File: config.mk
export PLATFORM = sky130hd
export DESIGN_NAME = ota_top
export DESIGN_NICKNAME = d
export VERILOG_FILES = /design/src/ota_pkg.sv /design/src/ota_top.sv /design/src/ota_mem.sv
export SDC_FILE = /design/constraint.sdc
export NUM_CORES = 2
export LEC_CHECK = 0
export BUFFER_PORTS_ARGS = -buffer_cell sky130_fd_sc_hd__buf_2
export CORE_ASPECT_RATIO = 0.5
export CORE_MARGIN = 5
export CORE_UTILIZATION = 67
export DETAILED_ROUTE_END_ITERATION = 16
export PLACE_DENSITY = 0.85
export SLEW_MARGIN = 5
export SYNTH_ARGS = -nofsm -noshare
export SYNTH_HDL_FRONTEND = slang
export SYNTH_SLANG_ARGS = --single-unit
File: constraint.sdc
create_clock -name clk -period 3.9 [get_ports clk]
set_input_delay 0.585 -clock clk [delete_from_list [all_inputs] [get_ports clk]]
set_output_delay 0.585 -clock clk [all_outputs]
set_load 0.005 [all_outputs]
File: src/ota_pkg.sv
// Constants and helpers shared by the option and trim access block.
package ota_pkg;

   // ****************************************************
   // Information page layout
   // ****************************************************
   localparam int         INFO_AW       = 7;
   localparam int         INFO_DEPTH    = 128;
   localparam logic [6:0] TRIM_BASE     = 7'h20;
   localparam logic [6:0] TRIM_LAST     = 7'h3f;
   localparam int         TRIM_N        = 32;
   localparam int         TRIM_AW       = 5;
   localparam logic [6:0] SERIAL_BASE   = 7'h40;
   localparam int         SERIAL_N      = 4;
   localparam logic [6:0] ADC_CAL_FIRST = 7'h60;
   localparam logic [6:0] ADC_CAL_LAST  = 7'h7d;
   localparam logic [3:0] ADC_MODES     = 4'ha;
   localparam logic [1:0] ADC_CAL_BYTES = 2'h3;

   // ****************************************************
   // Reset values and counts
   // ****************************************************
   localparam logic [5:0]  LOAD_LAST    = 6'h23;
   localparam logic [5:0]  LOAD_SERIAL  = 6'h20;
   localparam logic [15:0] USER_OPT_ERASED = 16'hffff;
   localparam logic [4:0]  TRIM_IDX_RST = 5'h00;
   localparam int          PM_AW        = 12;

   // Loader states.
   typedef enum logic [0:0] {
      ST_LOAD = 1'b0,
      ST_RUN  = 1'b1
   } ota_state_t;

   // Byte address of one converter calibration byte: sel 0 offset, 1 gain high, 2 gain low.
   function automatic logic [6:0] adc_cal_addr(input logic [3:0] mode, input logic [1:0] sel);
      logic [6:0] a;
      a = ADC_CAL_FIRST + 7'(mode) * 7'h03 + 7'(sel);
      return a;
   endfunction

   // True when an address lies in the writable converter calibration area.
   function automatic logic in_adc_range(input logic [6:0] a);
      logic r;
      r = (a >= ADC_CAL_FIRST) && (a <= ADC_CAL_LAST);
      return r;
   endfunction

endpackage

File: src/ota_top.sv
// Option byte, trim store, calibration and serial number access logic.
// Functional notes
// - user options are program bytes 0 and 1.
// - page 0 erase wipes user option bytes.
// - factory trim in info page, never software writable.
// - working trims reload from factory after reset.
// - 32 trim bytes selected by index 00H-1FH.
// - value write updates selected working trim byte.
// - value read returns selected working trim byte.
// - trim indices reach info 20-3F only.
// - calibration bytes readable via program memory read.
// - four-byte serial number read from info page.
// - converter calibration 60H-7DH read/write, reset-proof.
// - ten modes: offset, gain high, gain low.
`timescale 1ns/1ps
module ota_top import ota_pkg::*; #(
   parameter int PAW = PM_AW
) (
   input  wire logic         clk,              // System clock, 100 MHz.
   input  wire logic         reset_n,          // Asynchronous reset, active low.
   input  wire logic         ce,               // Clock enable, freezes all state when low.
   input  wire logic         factory_wr,       // Factory programming strobe for the info page.
   input  wire logic [6:0]   factory_addr,     // Factory programming address.
   input  wire logic [7:0]   factory_wdata,    // Factory programming data.
   input  wire logic         pm_wr,            // Program memory byte program strobe.
   input  wire logic [PAW-1:0] pm_addr,        // Program memory byte address.
   input  wire logic [7:0]   pm_wdata,         // Program memory byte data.
   input  wire logic         pm_page0_erase,   // Erase of program memory page 0.
   output logic      [15:0]  user_opt,         // User option bytes, byte 1 high.
   input  wire logic         trim_idx_wr,      // Trim index register write.
   input  wire logic [7:0]   trim_idx_wdata,   // Trim index write data.
   input  wire logic         trim_val_wr,      // Trim value register write.
   input  wire logic [7:0]   trim_val_wdata,   // Trim value write data.
   input  wire logic         trim_val_rd,      // Trim value register read.
   output logic      [7:0]   trim_rdata,       // Trim value read data.
   output logic              trim_rvalid,      // Trim read data valid pulse.
   output logic      [4:0]   trim_idx,         // Current trim index.
   output logic              trim_busy,        // Working trims being reloaded.
   input  wire logic         pmr_rd,           // Program memory read instruction to info area.
   input  wire logic [6:0]   pmr_addr,         // Info page address of that read.
   output logic      [7:0]   pmr_rdata,        // Read data.
   output logic              pmr_valid,        // Read data valid pulse.
   input  wire logic         info_wr,          // Software write to the info page.
   input  wire logic [6:0]   info_waddr,       // Address of that write.
   input  wire logic [7:0]   info_wdata,       // Data of that write.
   input  wire logic         cal_rd,           // Converter calibration read.
   input  wire logic [3:0]   cal_mode,         // Converter mode, 0 to 9.
   input  wire logic [1:0]   cal_sel,          // 0 offset, 1 gain high, 2 gain low.
   output logic      [7:0]   cal_rdata,        // Calibration read data.
   output logic              cal_valid,        // Calibration data valid pulse.
   output logic      [31:0]  serial_num,       // Serial number, first byte highest.
   output logic              serial_valid      // Serial number captured.
);

   // ****************************************************
   // State
   // ****************************************************
   ota_state_t  st_r;
   ota_state_t  st_nxt;
   logic [5:0]  ld_cnt_r;
   logic        pend_r;
   logic [5:0]  pend_idx_r;
   logic [4:0]  trim_idx_r;
   logic        pmr_valid_r;
   logic        cal_valid_r;
   logic        trim_rvalid_r;
   logic [31:0] serial_r;
   logic        serial_valid_r;
   logic [15:0] user_opt_r;
   logic [7:0]  info_rdata;
   logic [7:0]  trim_mem_rdata;

   // ****************************************************
   // Decoding and selection
   // ****************************************************
   wire        seq_issue  = (st_r == ST_LOAD);
   wire        busy       = (st_r != ST_RUN) || pend_r;
   wire        pmr_go     = pmr_rd && !busy;
   wire        cal_ok     = (cal_mode < ADC_MODES) && (cal_sel < ADC_CAL_BYTES);
   wire        cal_go     = cal_rd && cal_ok && !busy && !pmr_rd;
   wire        trim_rd_go = trim_val_rd && !busy;
   wire        trim_wr_go = trim_val_wr && !busy;
   wire        ld_trim    = pend_r && (pend_idx_r < LOAD_SERIAL);
   wire        ld_serial  = pend_r && (pend_idx_r >= LOAD_SERIAL);
   wire [6:0]  seq_addr   = (ld_cnt_r < LOAD_SERIAL) ? TRIM_BASE + 7'(ld_cnt_r)
                                                     : SERIAL_BASE + 7'(ld_cnt_r - LOAD_SERIAL);
   wire [6:0]  cal_addr   = adc_cal_addr(cal_mode, cal_sel);
   wire        info_re    = seq_issue || pmr_go || cal_go;
   wire [6:0]  info_raddr = seq_issue ? seq_addr : (pmr_go ? pmr_addr : cal_addr);
   // Software may only touch the converter area; trim copies stay factory-only.
   wire        sw_info_go = info_wr && in_adc_range(info_waddr);
   wire        info_we    = factory_wr || sw_info_go;
   wire [6:0]  info_wa    = factory_wr ? factory_addr : info_waddr;
   wire [7:0]  info_wd    = factory_wr ? factory_wdata : info_wdata;
   wire        trim_we    = ld_trim || trim_wr_go;
   wire [4:0]  trim_wa    = ld_trim ? pend_idx_r[4:0] : trim_idx_r;
   wire [7:0]  trim_wd    = ld_trim ? info_rdata : trim_val_wdata;
   wire        pm_opt_hit = pm_wr && (pm_addr < PAW'(2));

   // ****************************************************
   // Memories
   // ****************************************************
   // Info page holding factory trims, serial number and converter calibration.
   ota_mem #(.W(8), .D(INFO_DEPTH), .AW(INFO_AW)) u_info (
      .clk   (clk),
      .ce    (ce),
      .we    (info_we),
      .waddr (info_wa),
      .wdata (info_wd),
      .re    (info_re),
      .raddr (info_raddr),
      .rdata (info_rdata)
   );

   // Working trim copies seen by the analog circuits and by software.
   ota_mem #(.W(8), .D(TRIM_N), .AW(TRIM_AW)) u_trim (
      .clk   (clk),
      .ce    (ce),
      .we    (trim_we),
      .waddr (trim_wa),
      .wdata (trim_wd),
      .re    (trim_rd_go),
      .raddr (trim_idx_r),
      .rdata (trim_mem_rdata)
   );

   // ****************************************************
   // Reload sequencer
   // ****************************************************
   // Every reset restarts the copy of factory trims into the working store.
   always_comb begin
      st_nxt = st_r;
      case (st_r)
         ST_LOAD: begin
            if (ld_cnt_r == LOAD_LAST) begin
               st_nxt = ST_RUN;
            end
         end
         default: st_nxt = ST_RUN;
      endcase
   end

   always_ff @(posedge clk or negedge reset_n) begin
      if (!reset_n) begin
         st_r       <= ST_LOAD;
         ld_cnt_r   <= 6'h00;
         pend_r     <= 1'b0;
         pend_idx_r <= 6'h00;
      end else if (ce) begin
         st_r       <= st_nxt;
         ld_cnt_r   <= seq_issue ? ld_cnt_r + 6'h01 : ld_cnt_r;
         pend_r     <= seq_issue;
         pend_idx_r <= ld_cnt_r;
      end
   end

   // Serial bytes arrive first byte first and shift in from the bottom.
   always_ff @(posedge clk or negedge reset_n) begin
      if (!reset_n) begin
         serial_r       <= 32'h00000000;
         serial_valid_r <= 1'b0;
      end else if (ce && ld_serial) begin
         serial_r       <= {serial_r[23:0], info_rdata};
         serial_valid_r <= (pend_idx_r == LOAD_LAST);
      end
   end

   // ****************************************************
   // Software access
   // ****************************************************
   // Only the low five index bits are kept so nothing beyond the trim window is exposed.
   always_ff @(posedge clk or negedge reset_n) begin
      if (!reset_n) begin
         trim_idx_r    <= TRIM_IDX_RST;
         pmr_valid_r   <= 1'b0;
         cal_valid_r   <= 1'b0;
         trim_rvalid_r <= 1'b0;
      end else if (ce) begin
         if (trim_idx_wr) begin
            trim_idx_r <= trim_idx_wdata[4:0];
         end
         pmr_valid_r   <= pmr_go;
         cal_valid_r   <= cal_go;
         trim_rvalid_r <= trim_rd_go;
      end
   end

   // Option bytes live in flash: reset leaves them, programming only clears bits.
   always_ff @(posedge clk) begin
      if (ce) begin
         if (pm_page0_erase) begin
            user_opt_r <= USER_OPT_ERASED;
         end else if (pm_opt_hit && pm_addr[0]) begin
            user_opt_r[15:8] <= user_opt_r[15:8] & pm_wdata;
         end else if (pm_opt_hit) begin
            user_opt_r[7:0] <= user_opt_r[7:0] & pm_wdata;
         end
      end
   end

   // Outputs.
   assign user_opt     = user_opt_r;
   assign trim_rdata   = trim_mem_rdata;
   assign trim_rvalid  = trim_rvalid_r;
   assign trim_idx     = trim_idx_r;
   assign trim_busy    = busy;
   assign pmr_rdata    = info_rdata;
   assign pmr_valid    = pmr_valid_r;
   assign cal_rdata    = info_rdata;
   assign cal_valid    = cal_valid_r;
   assign serial_num   = serial_r;
   assign serial_valid = serial_valid_r;
endmodule

File: src/ota_mem.sv
// Small synchronous byte memory with a registered read port.
`timescale 1ns/1ps
module ota_mem import ota_pkg::*; #(
   parameter int W  = 8,
   parameter int D  = 128,
   parameter int AW = 7
) (
   input  wire logic          clk,    // System clock.
   input  wire logic          ce,     // Clock enable, freezes the memory when low.
   input  wire logic          we,     // Write strobe.
   input  wire logic [AW-1:0] waddr,  // Write address.
   input  wire logic [W-1:0]  wdata,  // Write data.
   input  wire logic          re,     // Read strobe.
   input  wire logic [AW-1:0] raddr,  // Read address.
   output logic      [W-1:0]  rdata   // Registered read data.
);

   logic [W-1:0] mem [D];

   // Contents have no reset: nonvolatile and calibration data must outlive any reset.
   always_ff @(posedge clk) begin
      if (ce && we) begin
         mem[waddr] <= wdata;
      end
      if (ce && re) begin
         rdata <= mem[raddr];
      end
   end

endmodule

# Yosys cells after proc, flatten, opt, wreduce, memory -nomap -nowiden
# Memories as Yosys holds them, arrays and structs flattened. A register that Yosys moved wholly into a read port is not among the register bits.
# Cells that the tools add are included.
op_classes:
  add_sub_neg: 6
  multipliers: 1
  order_cmp: 8
  eq_ne: 3
  mux: 16
  bitwise_logic: 3
  reduce_logical: 31
ops:
  columns: ["cell", "count"]
  rows:
  - ["2-to-1 mux 8 bit", 5]
  - ["2-to-1 mux 7 bit", 4]
  - ["logical AND 1 bit", 18]
  - ["bitwise AND 8 bit", 2]
  - ["equality test 6 bit (second input constant)", 2]
  - ["less-than comparator 12 x 2 -> 1 bit (second input constant)", 1]
  - ["less-than comparator 6 bit (second input constant)", 2]
  - ["adder 6 x 6 -> 7 bit (first input constant)", 1]
  - ["adder 7 x 2 -> 7 bit", 1]
  - ["adder 7 x 6 -> 7 bit (first input constant)", 1]
  - ["adder 7 bit (first input constant)", 1]
  - ["greater-or-equal comparator 7 bit (second input constant)", 1]
  - ["less-or-equal comparator 7 bit (second input constant)", 1]
  - ["subtractor 6 x 6 -> 7 bit (second input constant)", 1]
  - ["adder 6 x 1 -> 6 bit (second input constant)", 1]
  - ["greater-or-equal comparator 6 bit (second input constant)", 1]
  - ["multiplier 4 x 2 -> 6 bit (second input constant)", 1]
  - ["2-to-1 mux 1 bit", 6]
  - ["AND reduction 2 bit", 3]
  - ["logical OR 1 bit", 5]
  - ["2-to-1 mux 5 bit", 1]
  - ["less-than comparator 4 bit (second input constant)", 1]
  - ["nonzero test 2 bit", 2]
  - ["AND reduction 3 bit", 1]
  - ["4 further kinds", 5]
totals:
  ff_bits: 71
  mem_bits_rw: 1280
  input_bits: 91
  out_inout_bits: 82
  word_cells: 82
  mem_count: 2
memory_table:
  columns: ["memory", "depth", "word_bits", "rd", "rd_clocked_by_memory_dff", "write_ports", "line_no", "text"]
  rows:
  - ["u_info.mem", 128, 8, 1, 1, 1, "ota_mem.sv:18", "logic [W-1:0] mem [D];"]
  - ["u_trim.mem", 32, 8, 1, 1, 1, "ota_mem.sv:18", null]

# Longest topological paths before layout
logic_depth:
  ltp_word: 8
  ltp_mapped: 16
  ltp_nobuf: 13

# Cells and area by module
# A second synthesis with hierarchy kept.
unflattened:
  cells_unflattened: 2333
  area_unflattened_um2: 53666.5
modules_own_cells:
  columns: ["mod", "n_inst", "cells_each", "area_each_um2", "seq_area_each_um2"]
  rows:
  - ["ota_mem (u_info)", 1, 1634, 39773.1, 30989.7]
  - ["ota_mem (u_trim)", 1, 419, 10144.7, 7927.6]
  - ["ota_top", 1, 280, 3748.6, 1856.8]

# Worst setup path after synthesis
# Ideal clock, no wire load.
synth_path:
  path_type: "in2reg"
  startpoint: "in cal_mode[0]"
  endpoint: "reg u_info.rdata[5] (read register of u_info.mem) (data pin)"
  setup_ns: 0.256
  arrival_ns: 3.402
  required_time_ns: 3.644
  slack_ns: 0.242
  path_stages: 15
  path_buffers: 2
  path_cell_list: "inv_1 fa_1 inv_1 ha_1 inv_1 fa_1 xnor2_1 mux2_4 a21oi_1 buf_4 clkbuf_1 o2111ai_1 a41oi_1 nor4_1 and4_1"
synth_between:
  elab_chain_cells: 7
  word_cells_on_any_way: 12
  cone_classes: "add/sub: 2; mul: 1; order compare: 1; mux: 2; reduce/logical: 6"
synth_rtl:
  columns: ["item", "line_no", "text"]
  rows:
  - ["start, declared", "ota_top.sv:47", "input wire logic [3:0] cal_mode,"]
  - ["branches (longest 7 deep; another with adder 7 x 6 -> 7 bit)", null, null]
  - ["end, declared", "ota_mem.sv:15", "output logic [W-1:0] rdata"]
# Parallel ways; which one is timed is not known.
# A chain may end at the register's enable or synchronous reset.

# Worst setup path after layout
layout_path:
  startpoint: "in cal_mode[0]"
  endpoint: "reg u_info.rdata[0] (read register of u_info.mem) (data pin)"
# Same word-level chain as after synthesis.

==> metrics.txt <==
outcome=finished clean; Netlist cell types=69; largest family of logic cells by synthesized area=compound AO/OA/AOI/OAI gates; pin count of the biggest net entering global routing=161; final setup fails=0; adder-cell share of the synthesized area=0.247%; Reg clk slew, reported paths=0.07 ns; Die ar.=0.0910 sq mm; CP Class=input port to flip-flop; critical path arrival=4.44 ns; antenna violations before repair=14; crit path time final=3.87 ns; layout cells sized above 1=23.2%; slowest stage cell, crit path=fa_1; Synth async-reset ratio=4.02%; count leader, synth=edfxtp_1; reg2reg start=st_r; DRT Wirelength=157000 um; maximum net fanout on the critical path=45; yosys warns=0; Final nets=4140; GR Overflow Total=0; RSZ-0062 raised after global routing=yes; CP peak stage delay=0.54 ns; Total Routing Usage GR=33.6%; Lkg Pwr=22.3 nW; max-slew violations=0; Starting Density=67.6%; Worst-Skew Late Latency=0.71 ns; Crit. Startpoint=cal_mode[0]; Via Count=37154; Detail Route Antenna Nets=0; Switch Pwr=0.00806 W; most frequent cells after synthesis=1312 x edfxtp_1, 348 x nand2_1, 257 x a221oi_1, 257 x and2_1, 176 x nor2_1; Detail Placement HPWL=93800 um; crit path buf inv count=8; Post-Synth Simple-Gate Area=8.47%; vias in the first global route=36493; Hold/Removal Path Class=input port to flip-flop; H-tree depth=3; share of the synthesized area in the top cell type=69.4%; Post-synth EDFFs=1312; Synth Area in Compound Gates=9.53%; clk root buf=clkbuf_16; DR iter-0 viols=7019; Comb power frac=13.1%; clk_skew=0.0277 ns; DRC errors left=0; Port Buf Inserts=169; Clock power frac=36.1%; slew margin rel.=13.2%; CP delay by family, top=buffers and inverters; dpl cells=5032; Setup crit end kind=flip-flop; Sw Share=24.9%; vias per cell=7.07; ranking of synthesized cells by area=edfxtp_1 69%, a221oi_1 4.0%, mux4_2 3.2%; predominant post-synthesis flop cell=edfxtp_1; Mapped Area=0.0567 sq mm; Longest Clk Path Bufs=3; TritonRoute pass-1 iters=7; area grow syn2layout=15.2%; RD Place Congestion=0.925; clock sink count=1367; multiplexer area fraction after synthesis=7.02%; Internal Power=0.0242 W; Synth area leader=edfxtp_1; fin cells=5255; Hold Startpoint=trim_idx_wdata[0]; CTS Buf Count=113; maximum vdd drop=0.322 mV; CTS tree=built; fmax=0.258 GHz; synthesis-stage register bit count=1367; max cap viols=0; Mapped Avg Cell Area=15.7 sq um; first-pass GRT wire length=231000 um; CP most frequent cell=buf_4; core footprint=0.0839 sq mm; sequential share of power=50.8%; PwrDens=494 mW/mm^2; Worst EP required=4.47 ns; Final Hold Viols=0; Post-Synth XOR/XNOR Area=0.0926%; sequential area share after synthesis=71.9%; Row Count=75; io pins=173; total power=0.0323 W; period utilization=99.3%; Setup crit start kind=input port; die width=422 um; CP Cell Sequence=buf_2 > inv_1 > fa_1 > inv_1 > ha_1 > nand2b_1 > buf_4 > o211ai_4 > buf_12 > buf_16 > a221oi_1 > buf_4 > o211ai_1 > a41oi_1 > buf_4 > nor4_4 > and4_1; Syn Nets=3713; Least-Margin Pin Slew=1.30 ns; Gate Count Post-Synth=3612; Wirelength per Cell=29.8 um; Die Y=216 um
[placed cells by master (no fill, tap or decap), drive strengths merged, types with 47 or more instances in the layout]
cell type,netlist,layout
edfxtp,1312,1312
buf,191,610
nand2,348,348
a221oi,258,258
and2,257,257
nor2,179,179
mux2i,148,148
clkbuf,111,139
nand3,105,105
o211ai,93,93
mux4,80,80
o2111ai,64,64
mux2,62,62
dfrtp,55,55
nand4,49,49
clkinv,0,47
[per-layer routing]
metal,routed length (um),part of all wire [%],global-route usage [%],up-vias
met2,74400,48,53.7,3110
met5,86,0.055,0,-
li1,-,-,-,15299
met4,7370,4.7,14.3,12
met3,21200,14,9.26,543
met1,53400,34,44.5,18190
[path summary, 6_finish.rpt]
check                                   to  slack (ns)  cells after the start
max in group asynchronous      trim_idx[0]        2.54                      3
hold / removal                 trim_idx[0]        0.11                      2
setup reg to reg           u_info.rdata[4]        0.12                      9
hold reg to reg             serial_num[30]        0.51                      1
min in group asynchronous   serial_num[21]        0.48                      2
setup / recovery           u_info.rdata[0]        0.03                     17
[sequential cells by signal, summed over array words and instances (netlist names), 5 cells and up]
| name | count |
|---|---|
| ld_cnt_r | 6 |
| pend_idx_r | 6 |
| serial_num | 32 |
| trim_idx | 5 |
| u_info.mem | 1024 |
| u_info.rdata | 8 |
| u_trim.mem | 256 |
| u_trim.rdata | 8 |
| user_opt | 16 |
[per-stage QoR]
stage / setup WS (ns) / hold slack, ns / utilization [%] / instance area, sq um / TNS, ns
CTS: 0.0420 / 0.0774 / 77.7 / 65200 / 0
finish: 0.0282 / 0.109 / 77.9 / 65400 / 0
global route: -0.0819 / 0.102 / 77.9 / 65400 / -0.200
floorplan: 0.242 / 0.289 / - / 56700 / 0
detailed placement: -1.13 / 0.495 / 73.2 / 61400 / -6.24
global placement: -1.11 / 0.481 / 73.2 / 61400 / -6.13
[logic make-up (layout without fill, tap and decap cells)]
kind of cell	after synthesis	count (layout)
fa+ha+maj	10	10
flops	1367	1367
simple gates	990	990
compound gates	625	625
buf+inv	324	847
mux	290	290
xor+xnor	6	6
other cells	0	4
[power by group through the flow]
stage	Combinational [W]	Sequential [W]	Clock, W
finish	0.00422	0.0164	0.0117
global route	0.00438	0.0164	0.0124
CTS	0.00403	0.0164	0.0117
detailed placement	0.00394	0.0167	0
global placement	0.00382	0.0167	0
floorplan	0.00231	0.0167	0
[final cells by class]
cell class | instances | area [sq um]
clock buffers | 136 | 2960
inverters | 22 | 82.6
well taps | 1116 | 1400
repair buffers | 614 | 4830
flip-flops and latches | 1367 | 40800
diodes | 4 | 10.0
multi-input cells | 1921 | 14600
clock inverters | 75 | 763
fillers | 4292 | 18500
[repair_timing]
action | CTS | global route
setup endpoints to repair | 4 | 8
resized for setup | 8 | 16
hold buffers | 1 | 0
gates cloned | 0 | 3
endpoints found under the hold margin | 31 | 0
buffers inserted | 0 | 4
pin swaps | 0 | 2
(Power assumes the default switching activity.)
